$ cat src/design/clc_pkg.sv
// Constants, types and register map of the channel limit checker
package clc_pkg;
  // ************************************************************
  // Sizes
  // ************************************************************
  localparam int NCH = 4; // Channels
  localparam int CNT_W = 16; // Reading counter width
  typedef logic signed [7:0] clc_code_t; // Limit or sample in range steps
  typedef logic [2:0] clc_idx_t; // Limit memory index {chan, upper}

  // ************************************************************
  // Register byte addresses
  // ************************************************************
  localparam logic [7:0] A_CTRL = 8'h00; // Mode and range
  localparam logic [7:0] A_CMD = 8'h04; // Abort command
  localparam logic [7:0] A_STAT = 8'h08; // Activity status
  localparam logic [7:0] A_ERR = 8'h0c; // Error flags, write one clears
  localparam logic [7:0] A_QUES = 8'h10; // Questionable data, masked
  localparam logic [7:0] A_QMASK = 8'h14; // Questionable data mask
  localparam logic [7:0] A_COUNT = 8'h18; // Readings taken
  localparam logic [7:0] A_LIM_BASE = 8'h20; // Limits, 8 words
  localparam logic [7:0] A_LIM_MASK = 8'he0; // Limit window decode
  localparam logic [7:0] A_EN_BASE = 8'h40; // Enables, 4 words
  localparam logic [7:0] A_EN_MASK = 8'hf0; // Enable window decode

  // ************************************************************
  // Field positions
  // ************************************************************
  localparam int CTRL_CONT = 1; // Continuous measurement
  localparam int CTRL_CALEN = 2; // Calibration enable
  localparam int CTRL_RNG = 4; // Range, 3 bits
  localparam int CTRL_TRG = 7; // Internal level trigger selected
  localparam int CTRL_TCH = 8; // Trigger channel, 2 bits
  localparam int CMD_ABORT = 0; // Abort strobe
  localparam int STAT_MEAS = 0; // Measurement running
  localparam int STAT_CONT = 1; // Continuous mode on
  localparam int STAT_CAL = 2; // Calibration running
  localparam int STAT_CALEN = 3; // Calibration enabled
  localparam int ERR_LIM = 0; // Limit outside range bound
  localparam int ERR_TRG = 1; // Enable conflicts with trigger
  localparam int QUES_LO = 9; // Lower limit failure
  localparam int QUES_UP = 10; // Upper limit failure
  localparam int EN_LO = 0; // Lower check enable
  localparam int EN_UP = 1; // Upper check enable
  localparam int EN_FAIL = 2; // Fail flag of last measurement

  // ************************************************************
  // Values
  // ************************************************************
  localparam clc_code_t LIM_LO_MAX = 8'h7e; // Lower bound in steps
  localparam clc_code_t LIM_UP_MAX = 8'h7f; // Upper bound in steps
  localparam clc_code_t LO_RST = 8'h81; // Lower reset, -254 V
  localparam clc_code_t UP_RST = 8'h7e; // Upper reset, +252 V
  localparam logic [2:0] RNG_RST = 3'h6; // Largest range
  localparam logic [1:0] RESP_OKAY = 2'h0; // Bus response

  // Bus slave phase
  typedef enum logic [1:0] {
    BUS_IDLE = 2'b00,
    BUS_WAIT = 2'b01,
    BUS_RESP = 2'b10
  } clc_bus_e;
endpackage

$ cat src/design/clc_lim_if.sv
// Port bundle between the checker and its limit memory
`timescale 1ns/10ps
interface clc_lim_if;
  import clc_pkg::*;
  logic we; // Write strobe
  clc_idx_t waddr; // Write index
  clc_code_t wdata; // Write value
  clc_idx_t raddr_a; // Bus read index
  clc_code_t rdata_a; // Bus read value, registered
  clc_idx_t raddr_b; // Compare read index
  clc_code_t rdata_b; // Compare read value, registered
  modport ctl (output we, waddr, wdata, raddr_a, raddr_b,
    input rdata_a, rdata_b);
  modport mem (input we, waddr, wdata, raddr_a, raddr_b,
    output rdata_a, rdata_b);
endinterface

$ cat src/design/clc_lim_mem.sv
// Limit value memory, one write and two registered read ports
`timescale 1ns/10ps
module clc_lim_mem
  import clc_pkg::*;
(
  input wire logic hclk,
  input wire logic hresetn,
  input wire logic clk_en,
  clc_lim_if.mem lim
);
  // Words, even index lower limit, odd index upper limit
  typedef struct packed {
    clc_code_t [7:0] word;
    clc_code_t rd_a;
    clc_code_t rd_b;
  } clc_mem_s;

  // Reset loads LO_RST lower and UP_RST upper limit per channel
  localparam clc_mem_s MEM_RST = '{word: {4{UP_RST, LO_RST}},
    default: '0};

  clc_mem_s st_q; // State
  clc_mem_s st_d; // Next state

  // ************************************************************
  // Next state
  // ************************************************************
  always_comb
  begin
    st_d = st_q;
    // Write port
    if (lim.we)
    begin
      st_d.word[lim.waddr] = lim.wdata;
    end
    st_d.rd_a = st_q.word[lim.raddr_a];
    st_d.rd_b = st_q.word[lim.raddr_b];
  end

  // ************************************************************
  // State register
  // ************************************************************
  always_ff @(posedge hclk or negedge hresetn)
  begin
    if (!hresetn)
    begin
      st_q <= MEM_RST;
    end
    else if (clk_en)
    begin
      st_q <= st_d;
    end
  end

  assign lim.rdata_a = st_q.rd_a;
  assign lim.rdata_b = st_q.rd_b;
endmodule

$ cat src/design/clc_cmp.sv
// Sample against limit comparator with registered hit vectors
`timescale 1ns/10ps
module clc_cmp
  import clc_pkg::*;
(
  input wire logic hclk,
  input wire logic hresetn,
  input wire logic clk_en,
  input wire logic vld,
  input wire logic [1:0] ch,
  input wire logic up,
  input clc_pkg::clc_code_t code,
  input clc_pkg::clc_code_t lim,
  output logic [NCH-1:0] hit_lo,
  output logic [NCH-1:0] hit_up
);
  // Hit vectors, one bit per channel
  typedef struct packed {
    logic [NCH-1:0] lo;
    logic [NCH-1:0] up;
  } clc_cmp_s;

  clc_cmp_s st_q; // State
  clc_cmp_s st_d; // Next state

  // ************************************************************
  // Compare
  // ************************************************************
  always_comb
  begin
    st_d = '0;
    if (vld && up && (code > lim))
    begin
      st_d.up[ch] = 1'b1;
    end
    else if (vld && !up && (code < lim))
    begin
      st_d.lo[ch] = 1'b1;
    end
  end

  // ************************************************************
  // State register
  // ************************************************************
  always_ff @(posedge hclk or negedge hresetn)
  begin
    if (!hresetn)
    begin
      st_q <= '0;
    end
    else if (clk_en)
    begin
      st_q <= st_d;
    end
  end

  assign hit_lo = st_q.lo;
  assign hit_up = st_q.up;
endmodule

$ cat src/design/clc_top.sv
// Channel limit checker with abort control and register slave
//
// Contract
// - Abort ends running and continuous measurement
// - Abort while idle raises no error, only clears continuous mode and calibration enable
// - Abort ends calibration, clears calibration enable
// - Reading count survives abort, stays readable
// - Abort keeps settings, accepted while initiated
// - Enabling one check disables the other
// - Per channel fail flag readable, 1 failed
// - Fail flag cleared at each measurement start
// - Lower check fails when input below limit
// - Upper check fails when input above limit
// - Failures shown in status bits 9, 10, maskable
// - Lower limit quantized, bounded per range
// - Upper limit quantized, bounded per range
// - Limit beyond range bound flags an error
// - Range change keeps limit fraction of scale
// - Enable on level trigger channel is rejected
// - Enable state reads 1 on, 0 off
// - Limits and enables held per channel
`timescale 1ns/10ps
module clc_top
  import clc_pkg::*;
(
  input wire logic hclk,
  input wire logic hresetn,
  input wire logic clk_en,
  input wire logic hsel,
  input wire logic [31:0] haddr,
  input wire logic [1:0] htrans,
  input wire logic hwrite,
  input wire logic [2:0] hsize,
  input wire logic [31:0] hwdata,
  input wire logic hready,
  output logic [31:0] hrdata,
  output logic hreadyout,
  output logic [1:0] hresp,
  input wire logic meas_start,
  input wire logic meas_end,
  input wire logic samp_valid,
  input wire logic [1:0] samp_chan,
  input clc_pkg::clc_code_t samp_code,
  input wire logic cal_start,
  input wire logic cal_done,
  output logic meas_active,
  output logic cal_active
);
  // ************************************************************
  // State
  // ************************************************************
  typedef struct packed {
    clc_bus_e ph; // Bus phase
    logic [7:0] addr; // Latched address
    logic wr; // Latched direction
    logic [31:0] rdata; // Read data
    logic ready; // Ready out
    logic meas; // Measurement running
    logic cont; // Continuous mode
    logic cal_en; // Calibration enable
    logic cal_run; // Calibration running
    logic [2:0] rng; // Input range
    logic trg_int; // Internal level trigger selected
    logic [1:0] trg_ch; // Level trigger channel
    logic [NCH-1:0] lo_en; // Lower checks
    logic [NCH-1:0] up_en; // Upper checks
    logic [NCH-1:0] f_lo; // Lower fail flags
    logic [NCH-1:0] f_up; // Upper fail flags
    logic err_lim; // Limit bound error
    logic err_trg; // Trigger conflict error
    logic [1:0] qmask; // Questionable mask
    logic [CNT_W-1:0] count; // Readings taken
    logic s_vld; // Sample stage valid
    logic [1:0] s_ch; // Sample channel
    clc_code_t s_code; // Sample value
    logic s_up; // Sample checks upper limit
  } clc_st_s;

  // Reset value, checks off, largest range
  localparam clc_st_s ST_RST = '{ph: BUS_IDLE, ready: 1'b1,
    rng: RNG_RST, default: '0};

  clc_st_s st_q; // State
  clc_st_s st_d; // Next state
  logic accept; // Address phase taken
  logic abort_req; // Abort written
  logic lim_bad; // Limit write out of bound
  logic en_conflict; // Enable write refused
  logic new_meas; // A measurement begins
  logic [NCH-1:0] hit_lo; // Lower hits from comparator
  logic [NCH-1:0] hit_up; // Upper hits from comparator
  clc_lim_if lim (); // Limit memory port

  // ************************************************************
  // Functions
  // ************************************************************
  // Code within the bound of the current range
  function automatic logic lim_ok(input clc_code_t c, input logic up);
    clc_code_t mx;
    mx = up ? LIM_UP_MAX : LIM_LO_MAX;
    return (c <= mx) && (c >= -mx);
  endfunction

  // Channel feeds the internal level trigger
  function automatic logic trg_busy(input clc_st_s s,
    input logic [1:0] ch);
    return s.trg_int && (s.trg_ch == ch);
  endfunction

  // ************************************************************
  // Submodules
  // ************************************************************
  clc_lim_mem u_mem (
    .hclk(hclk),
    .hresetn(hresetn),
    .clk_en(clk_en),
    .lim(lim.mem)
  );

  clc_cmp u_cmp (
    .hclk(hclk),
    .hresetn(hresetn),
    .clk_en(clk_en),
    .vld(st_q.s_vld),
    .ch(st_q.s_ch),
    .up(st_q.s_up),
    .code(st_q.s_code),
    .lim(lim.rdata_b),
    .hit_lo(hit_lo),
    .hit_up(hit_up)
  );

  // Memory read indices follow the address phase and the sample
  assign accept = hsel && htrans[1] && hready;
  assign lim.raddr_a = haddr[4:2];
  assign lim.raddr_b = {samp_chan, st_q.up_en[samp_chan]};

  // ************************************************************
  // Next state
  // ************************************************************
  always_comb
  begin
    st_d = st_q;
    abort_req = 1'b0;
    lim_bad = 1'b0;
    en_conflict = 1'b0;
    lim.we = 1'b0;
    lim.waddr = st_q.addr[4:2];
    lim.wdata = hwdata[7:0];
    new_meas = 1'b0;
    // Bus slave, one wait cycle in every data phase
    case (st_q.ph)
      BUS_IDLE, BUS_RESP:
      begin
        st_d.ph = BUS_IDLE;
        st_d.ready = 1'b1;
        if (accept)
        begin
          st_d.ph = BUS_WAIT;
          st_d.addr = haddr[7:0];
          st_d.wr = hwrite;
          st_d.ready = 1'b0;
        end
      end
      BUS_WAIT:
      begin
        st_d.ph = BUS_RESP;
        st_d.ready = 1'b1;
        st_d.rdata = '0;
        if (st_q.wr)
        begin
          // Register writes
          if (st_q.addr == A_CTRL)
          begin
            // Range change leaves codes, so volts rescale
            st_d.cont = hwdata[CTRL_CONT];
            st_d.cal_en = hwdata[CTRL_CALEN];
            st_d.rng = hwdata[CTRL_RNG +: 3];
            st_d.trg_int = hwdata[CTRL_TRG];
            st_d.trg_ch = hwdata[CTRL_TCH +: 2];
          end
          else if (st_q.addr == A_CMD)
          begin
            abort_req = hwdata[CMD_ABORT];
          end
          else if (st_q.addr == A_ERR)
          begin
            // Write one clears
            if (hwdata[ERR_LIM])
            begin
              st_d.err_lim = 1'b0;
            end
            if (hwdata[ERR_TRG])
            begin
              st_d.err_trg = 1'b0;
            end
          end
          else if (st_q.addr == A_QMASK)
          begin
            st_d.qmask = hwdata[QUES_UP:QUES_LO];
          end
          else if ((st_q.addr & A_LIM_MASK) == A_LIM_BASE)
          begin
            // Store in range steps, refuse beyond bound
            if (lim_ok(hwdata[7:0], st_q.addr[2]))
            begin
              lim.we = 1'b1;
            end
            else
            begin
              lim_bad = 1'b1;
              st_d.err_lim = 1'b1;
            end
          end
          else if ((st_q.addr & A_EN_MASK) == A_EN_BASE)
          begin
            // Enables, at most one per channel
            if ((hwdata[EN_LO] || hwdata[EN_UP])
              && trg_busy(st_q, st_q.addr[3:2]))
            begin
              en_conflict = 1'b1;
              st_d.err_trg = 1'b1;
            end
            else
            begin
              st_d.up_en[st_q.addr[3:2]] = hwdata[EN_UP];
              st_d.lo_en[st_q.addr[3:2]] = hwdata[EN_LO]
                && !hwdata[EN_UP];
            end
          end
        end
        else
        begin
          // Register reads, unmapped reads give zero
          if (st_q.addr == A_CTRL)
          begin
            st_d.rdata[CTRL_CONT] = st_q.cont;
            st_d.rdata[CTRL_CALEN] = st_q.cal_en;
            st_d.rdata[CTRL_RNG +: 3] = st_q.rng;
            st_d.rdata[CTRL_TRG] = st_q.trg_int;
            st_d.rdata[CTRL_TCH +: 2] = st_q.trg_ch;
          end
          else if (st_q.addr == A_STAT)
          begin
            st_d.rdata[STAT_MEAS] = st_q.meas;
            st_d.rdata[STAT_CONT] = st_q.cont;
            st_d.rdata[STAT_CAL] = st_q.cal_run;
            st_d.rdata[STAT_CALEN] = st_q.cal_en;
          end
          else if (st_q.addr == A_ERR)
          begin
            st_d.rdata[ERR_LIM] = st_q.err_lim;
            st_d.rdata[ERR_TRG] = st_q.err_trg;
          end
          else if (st_q.addr == A_QUES)
          begin
            st_d.rdata[QUES_LO] = (|st_q.f_lo) && st_q.qmask[0];
            st_d.rdata[QUES_UP] = (|st_q.f_up) && st_q.qmask[1];
          end
          else if (st_q.addr == A_QMASK)
          begin
            st_d.rdata[QUES_UP:QUES_LO] = st_q.qmask;
          end
          else if (st_q.addr == A_COUNT)
          begin
            st_d.rdata[CNT_W-1:0] = st_q.count;
          end
          else if ((st_q.addr & A_LIM_MASK) == A_LIM_BASE)
          begin
            st_d.rdata[7:0] = lim.rdata_a;
          end
          else if ((st_q.addr & A_EN_MASK) == A_EN_BASE)
          begin
            st_d.rdata[EN_LO] = st_q.lo_en[st_q.addr[3:2]];
            st_d.rdata[EN_UP] = st_q.up_en[st_q.addr[3:2]];
            st_d.rdata[EN_FAIL] = st_q.f_lo[st_q.addr[3:2]]
              || st_q.f_up[st_q.addr[3:2]];
          end
        end
      end
      default:
      begin
        st_d.ph = BUS_IDLE;
        st_d.ready = 1'b1;
      end
    endcase

    // Measurement sequencing, abort wins over a start in the same cycle
    new_meas = !abort_req && ((meas_start && !st_q.meas)
      || (meas_end && st_q.meas && st_q.cont));
    if (meas_start && !st_q.meas && !abort_req)
    begin
      st_d.meas = 1'b1;
      st_d.count = '0;
    end
    if (meas_end && st_q.meas && !st_q.cont)
    begin
      st_d.meas = 1'b0;
    end
    if (samp_valid && st_q.meas)
    begin
      st_d.count = st_q.count + 16'h0001;
    end
    // Fail flags restart per measurement, a hit wins
    if (new_meas)
    begin
      st_d.f_lo = '0;
      st_d.f_up = '0;
    end
    st_d.f_lo = st_d.f_lo | hit_lo;
    st_d.f_up = st_d.f_up | hit_up;

    // Sample stage toward the comparator
    st_d.s_vld = samp_valid && st_q.meas
      && (st_q.lo_en[samp_chan] || st_q.up_en[samp_chan]);
    st_d.s_ch = samp_chan;
    st_d.s_code = samp_code;
    st_d.s_up = st_q.up_en[samp_chan];

    // Calibration run, a start beats a done in the same cycle
    if (cal_done)
    begin
      st_d.cal_run = 1'b0;
    end
    if (cal_start && st_q.cal_en)
    begin
      st_d.cal_run = 1'b1;
    end

    // Abort stops activity, clears continuous mode and calibration enable, other settings and count kept
    if (abort_req)
    begin
      st_d.meas = 1'b0;
      st_d.cont = 1'b0;
      st_d.s_vld = 1'b0;
      st_d.cal_run = 1'b0;
      st_d.cal_en = 1'b0;
    end
  end

  // ************************************************************
  // State register
  // ************************************************************
  always_ff @(posedge hclk or negedge hresetn)
  begin
    if (!hresetn)
    begin
      st_q <= ST_RST;
    end
    else if (clk_en)
    begin
      st_q <= st_d;
    end
  end

  // Outputs straight from state, hresp fixed at RESP_OKAY
  assign hrdata = st_q.rdata;
  assign hreadyout = st_q.ready;
  assign hresp = RESP_OKAY;
  assign meas_active = st_q.meas;
  assign cal_active = st_q.cal_run;
endmodule

$ cat config.mk
export PLATFORM = sky130hd
export DESIGN_NAME = clc_top
export DESIGN_NICKNAME = d
export VERILOG_FILES = /design/src/design/clc_pkg.sv /design/src/design/clc_lim_if.sv /design/src/design/clc_lim_mem.sv /design/src/design/clc_cmp.sv /design/src/design/clc_top.sv
export SDC_FILE = /design/constraint.sdc
export NUM_CORES = 1
export LEC_CHECK = 0
export ABC_AREA = 1
export ABC_CLOCK_PERIOD_IN_PS = 1600
export BUFFER_PORTS_ARGS = -buffer_cell sky130_fd_sc_hd__buf_2
export CORE_MARGIN = 1
export CORE_UTILIZATION = 55
export CTS_BUF_LIST = sky130_fd_sc_hd__clkbuf_2 sky130_fd_sc_hd__clkbuf_4 sky130_fd_sc_hd__clkbuf_8
export CTS_CLUSTER_DIAMETER = 60
export DETAILED_ROUTE_END_ITERATION = 10
export PLACE_DENSITY = 0.86
export SLEW_MARGIN = 20
export SYNTH_ARGS = -nofsm -noshare
export SYNTH_HDL_FRONTEND = slang
export SYNTH_SLANG_ARGS = --single-unit
$ cat constraint.sdc
create_clock -name hclk -period 1.6 [get_ports hclk]
set_input_delay 0.24 -clock hclk [delete_from_list [all_inputs] [get_ports hclk]]
set_output_delay 0.24 -clock hclk [all_outputs]
set_load 0.01 [all_outputs]
* Word level (Yosys, flattened, before mapping)
Index checks and enable logic that the tools add are counted.
Widths: inputs -> output; s select.
** Storage, ports and cells
- Flip-flop bits (word level) :: 174
- Bits in latches :: 0
- Memory bits (writable) :: 0
- Bits in read-only memories :: 0
- Logic and storage cells :: 228
- Memories kept :: 0
** Cells by class
- $add $sub $neg :: 2
- $mul :: 0
- Div/mod/pow operators :: 0
- Magnitude comparators :: 13
- Equal/unequal tests :: 16
- Shifts and indexed selects :: 0
- Muxes and demuxes :: 94
- Bitwise gates (word level) :: 8
- Reduce and logical (&&, ||, !) cells :: 59
** Operators by type and width (count)
- $mux 8 :: 13
- $bwmux 64 :: 1
- $bmux 8 s3 :: 2
- $mux 16 :: 3
- $mux 1 :: 37
- $demux 8 s3 :: 1
- $eq 8x5->1 const B :: 3
- $logic_and 1x1->1 :: 24
- $mux 4 :: 5
- $reduce_and 10->1 :: 2
- $mux 2 :: 9
- $mux 9 :: 2
- $add 16x1->16 const B :: 1
- $eq 8x4->1 const B :: 2
- $mux 5 :: 3
- $mux 14 :: 1
- $reduce_bool 2->1 :: 7
- $bmux 1 s2 :: 6
- $lt 3x4->1 const B :: 3
- $mux 12 :: 1
- $mux 6 :: 2
- $mux 10 :: 1
- $ne 2x2->1 const B :: 5
- $reduce_and 2->1 :: 5
- 31 further kinds :: 53

* Depth between registers and ports, before layout
- Depth after elaboration :: 15
- Gate-level depth with buffers :: 13
- Gate-level depth less buffers :: 13

* Hierarchy
Synthesis repeated with hierarchy kept, for this count alone.
** Unflattened totals
- Cells, all modules :: 1394
- Area total of the unflattened synthesis :: 10244.8 µm²
** Modules (own cells, without submodules)
- clc_top :: instances 1, cells each 679, area an instance 5011.1 µm²
- clc_lim_mem :: instances 1, cells each 627, area an instance 4618.2 µm²
- clc_cmp :: instances 1, cells each 88, area an instance 615.6 µm²

* Worst setup path after synthesis
OpenSTA, ideal clock, no wires.
- Kind :: input -> register
- Start point :: input port hwdata[0]
- End point :: register u_mem.st_q[24] in the netlist's numbering
- Setup time :: 0.117 ns
- Arrival :: 1.710 ns
- Path slack :: -0.227 ns
- Stages on the path :: 11
- Path buffers :: 2
- Cells stage by stage :: clkbuf_1 inv_1 ha_1 o21ai_0 nand3_1 nand3_2 nor2_8 buf_6 nand2_4 nand2_1 nand2_1
** Between the ends
- Word-level cells in the longest chain between the ends :: 11
- Elaborated cells between the ends (all ways) :: 13
- Those cells by class :: 2 x order compare; 9 x mux; 2 x reduce/logical
** RTL lines
- start: declaration :: RTL line clc_top.sv:34 : input wire logic [31:0] hwdata,
- $le 8x8->1 / $ge 8x8->1 (equally long branches) :: RTL line clc_top.sv:101 : return (c <= mx) && (c >= -mx);
- $logic_and 1x1->1 :: RTL line clc_top.sv:101
- $mux 1 :: RTL line clc_top.sv:205 : if (lim_ok(hwdata[7:0], st_q.addr[2]))
- $mux 1 :: RTL line clc_top.sv:202 : else if ((st_q.addr & A_LIM_MASK) == A_LIM_BASE)
- $mux 1 :: RTL line clc_top.sv:198 : else if (st_q.addr == A_QMASK)
- $mux 1 :: RTL line clc_top.sv:186 : else if (st_q.addr == A_ERR)
- $mux 1 :: RTL line clc_top.sv:182 : else if (st_q.addr == A_CMD)
- $mux 1 :: RTL line clc_top.sv:173 : if (st_q.addr == A_CTRL)
- $mux 1 :: RTL line clc_top.sv:170 : if (st_q.wr)
- $mux 1 :: RTL line clc_top.sv:152 : case (st_q.ph)
- $reduce_and 2->1 (no source line)
- end signal: assignment :: RTL line clc_lim_mem.sv:51 : st_q <= st_d;
- end: declaration :: RTL line clc_lim_mem.sv:22 : clc_mem_s st_q;
Parallel ways exist; a longest one is shown, timed or not.
A chain may end at the register's enable or synchronous reset.

* Final worst setup path
- Start point :: register st_q, in the netlist lim.waddr[0]
- End point :: register u_mem.st_q[24] in the netlist's numbering
** Between the ends
- Word-level cells in the longest chain between the ends :: 13
- Elaborated cells between the ends (all ways) :: 24
- Those cells by class :: 1 x add/sub; 4 x order compare; 3 x eq/ne; 12 x mux; 4 x reduce/logical
** RTL lines
- start: declaration :: RTL line clc_top.sv:83 : clc_st_s st_q;
- start signal: assignment :: RTL line clc_top.sv:352 : st_q <= st_d;
- $mux 1 :: RTL line clc_top.sv:100 : mx = up ? LIM_UP_MAX : LIM_LO_MAX;
- $neg 7->8 :: RTL line clc_top.sv:101
- $ge 8x8->1 :: RTL line clc_top.sv:101
- $logic_and 1x1->1 :: RTL line clc_top.sv:101
- $mux 1 :: RTL line clc_top.sv:205
- $mux 1 :: RTL line clc_top.sv:202
- $mux 1 :: RTL line clc_top.sv:198
- $mux 1 :: RTL line clc_top.sv:186
- $mux 1 :: RTL line clc_top.sv:182
- $mux 1 :: RTL line clc_top.sv:173
- $mux 1 :: RTL line clc_top.sv:170
- $mux 1 :: RTL line clc_top.sv:152
- $reduce_and 2->1 (no source line)
Parallel ways exist; a longest one is shown, timed or not.

==> metrics <==
core region area 17,400 um^2; Slew @ Worst Pin 510 ps; Synth Area in Simple Gates 33.6%; CP required 1980 ps; clock sink count 174; failing checks setup timing; worst skew pair latency 490 ps; P_leak 0.00611 uW; Seq. cell area 4400 um^2; Die ar. 18,500 um^2; Pwr Density 888 nW/um^2; post-synthesis xor/xnor area fraction 0.709%; Layout Area Growth over Synthesis 29.9%; PortBufs 59; via/cell ratio 6.06; Hold Vio Cnt, Final 0; CP Launch Type flip-flop; Multi-input gate area 5340 um^2; EDFF count, synth 0; Yosys top cell by area dfrtp_1; synth warn 0; WHS 18.2 ps; row count 48; routed len/inst 18.7 um; CTS Root Buffer Type clkbuf_8; Die X-Extent 136 um; Pre-antenna DRT Iters 7; relative slew slack 65.9%; initial antenna violation count 0; Initial Utilization 56.7%; die span in y 136 um; vias in the first global route 9,784; # DRC 0; setup TNS -14,840 ps; layout cells sized above 1 30.6%; max cap viols 0; area share of fa/ha/maj cells after synthesis 1.39%; first-pass GRT wire length 49,200 um; Post-Syn Area 9880 um^2; CP arrival 2240 ps; FF+latch count, synth 174; Setup Viol. Count Final 101; Num CTS Buffers 17; area share of the largest cell type after synthesis 35.2%; Final period util 116%; Layout Nets 1,628; Final HPWL DP 20,400 um; Design Area, Final 12,800 um^2; largest family of logic cells by synthesized area simple AND/OR/NAND/NOR gates; ANT nets after route 0; Post-synth ARST share 100%; fin crit period 1860 ps; count leader, synth nand2_1; unrepaired setup endpoints after global routing yes; post-synthesis compound-gate area fraction 9.50%; Yosys cell types 42; Setup WS post-layout -264 ps; Worst Skew 17.9 ps; crit path max fanout 8; Initial DRC Count 1,622; Max Slew Vio Count 0; multiplexer share of the synthesized area 0.114%; TritonCTS clock tree yes; status complete, but fails checks; Max IR drop VDD 0.741 mV; DR vias 10,700; largest net degree at the start of global routing 46; Fill cells 1,180; # H-tree levels 4; GRT Overall Usage 34.6%; syn avg cell area 7.30 um^2; Worst setup EP type flip-flop; Core Util, Final 73.7%; commonest cells in the netlist nand2_1 (441), nand3_1 (214), dfrtp_1 (139); sequential-to-total area share from yosys stat 44.5%; Mapped Cells 1,353; routed wire length 33,100 um; antenna cell count 0; clk buf depth 2; CP Class flip-flop to flip-flop; RD Place Congestion 0.928; IO Pins 127; DP Area 11,100 um^2; Synth area leaders dfrtp_1 (35%), nand2_1 (17%), nand3_1 (11%); CTS clock-pin slew for the worst setup and hold paths 100 ps; worst min-delay path class primary input to flip-flop; Synth Flop Type dfrtp_1; Achievable Freq 0.537 GHz; total grt overflow 0
==> final timing paths <==
| check | from | slack (ps) | to | depth (start not counted) |
|---|---|---|---|---|
| max | lim.waddr[0]$_DFFE_PN0P_ | -260 | u_mem.st_q[24]$_DFFE_PN0P_ | 9 |
| min reg2reg | u_mem.st_q[29]$_DFFE_PN1P_ | 470 | u_mem.st_q[29]$_DFFE_PN1P_ | 2 |
| max reg2reg | lim.waddr[0]$_DFFE_PN0P_ | -260 | u_mem.st_q[24]$_DFFE_PN0P_ | 9 |
| max in group asynchronous | hresetn | 730 | st_q[53]$_DFFE_PN1P_ | 3 |
| min | cal_start | 20 | cal_active$_DFFE_PN0P_ | 3 |
| min in group asynchronous | hresetn | 210 | u_mem.st_q[66]$_DFFE_PN0P_ | 2 |
==> final cells by class <==
type / instances / share of cell area, %
multi-input combinational: 978 / 41.6
sequential: 174 / 34.3
timing repair buffer: 226 / 15.0
inverter: 128 / 3.92
tap: 225 / 2.19
clock buffer: 19 / 1.99
clock inverter: 13 / 0.819
timing repair inverter: 2 / 0.107
==> flip-flops by register name, indices dropped and copies added (netlist names) <==
name and count:
cal_active 1, u_mem.lim.rdata_b 8, u_mem.st_q 64, st_q 64, hrdata 16, u_cmp.hit_lo 4
lim.waddr 3, u_mem.lim.rdata_a 8, meas_active 1, u_cmp.hit_up 4, hreadyout 1
==> cell families (layout without fill, tap and decap cells) <==
logic type               Yosys count  count (layout)
multiplexers                       1               1
AND/OR/NAND/NOR                  765             767
buffers and inverters            220             388
flip-flops                       174             174
AO/OA/AOI/OAI                    173             173
other                              1              18
XOR/XNOR                           8               8
adder cells (fa/ha/maj)           11              11
==> per-stage QoR <==
stage | instances | setup slack, ps | power, uW
6_report | 1765 | -264 | 11400
5_1_grt | 1765 | -284 | 11800
4_1_cts | 1754 | -145 | 10900
3_5_place_dp | 1687 | -249 | 7730
3_3_place_gp | 1687 | -163 | 7620
2_1_floorplan | 1370 | 6.15 | 6570
==> placed cells by master, fill, tap and decap left out, drive strengths merged <==
cell type	netlist	final
a41oi	1	1
dfstp	35	35
or2	1	1
xnor2	1	1
nand3b	1	1
o211ai	16	16
o22ai	3	3
nand3	215	215
nand2	452	453
inv	125	131
a21o	2	2
o21bai	1	1
xor2	7	7
clkbuf	28	19
dlygate4sd3	0	16
buf	64	210
clkinvlp	0	6
ha	11	11
mux2	1	1
nor2	71	72
nand4	13	13
a21oi	40	40
o21ai	109	109
conb	1	18
clkinv	3	6
nor4	1	1
nor3	11	11
a22oi	1	1
dfrtp	139	139
==> what timing repair did <==
item | CTS | global route
gates resized for setup | 143 | 108
hold endpoints to repair | 100 | 3
pin swaps | 37 | 29
setup endpoints to repair | 120 | 145
hold buffers | 13 | 3
gates cloned | 7 | 2
buffers inserted | 15 | 7
==> layer usage <==
layer / vias to the layer above / share of wire, % / GRT usage (%)
met5: - / 0 / 0
met3: 198 / 10 / 7.38
met2: 786 / 47 / 55.4
met4: 0 / 5.0 / 16.6
met1: 5015 / 38 / 44.6
li1: 4697 / - / -
==> critical path, cell delays in order, from the launching register on <==
cell and delay (ps):
dfrtp_1 440, ha_4 300, o21ai_2 60, nand3_2 100, nand3_4 130, nor2_8 280, buf_12 200, nand2_8 100
nand2_2 80, nand2_1 70
==> power by group <==
group	switching, uW	internal [uW]
sequential	347	4810
clock	1820	1170
combinational	2000	1240
Power figures use the tool's default switching activity.
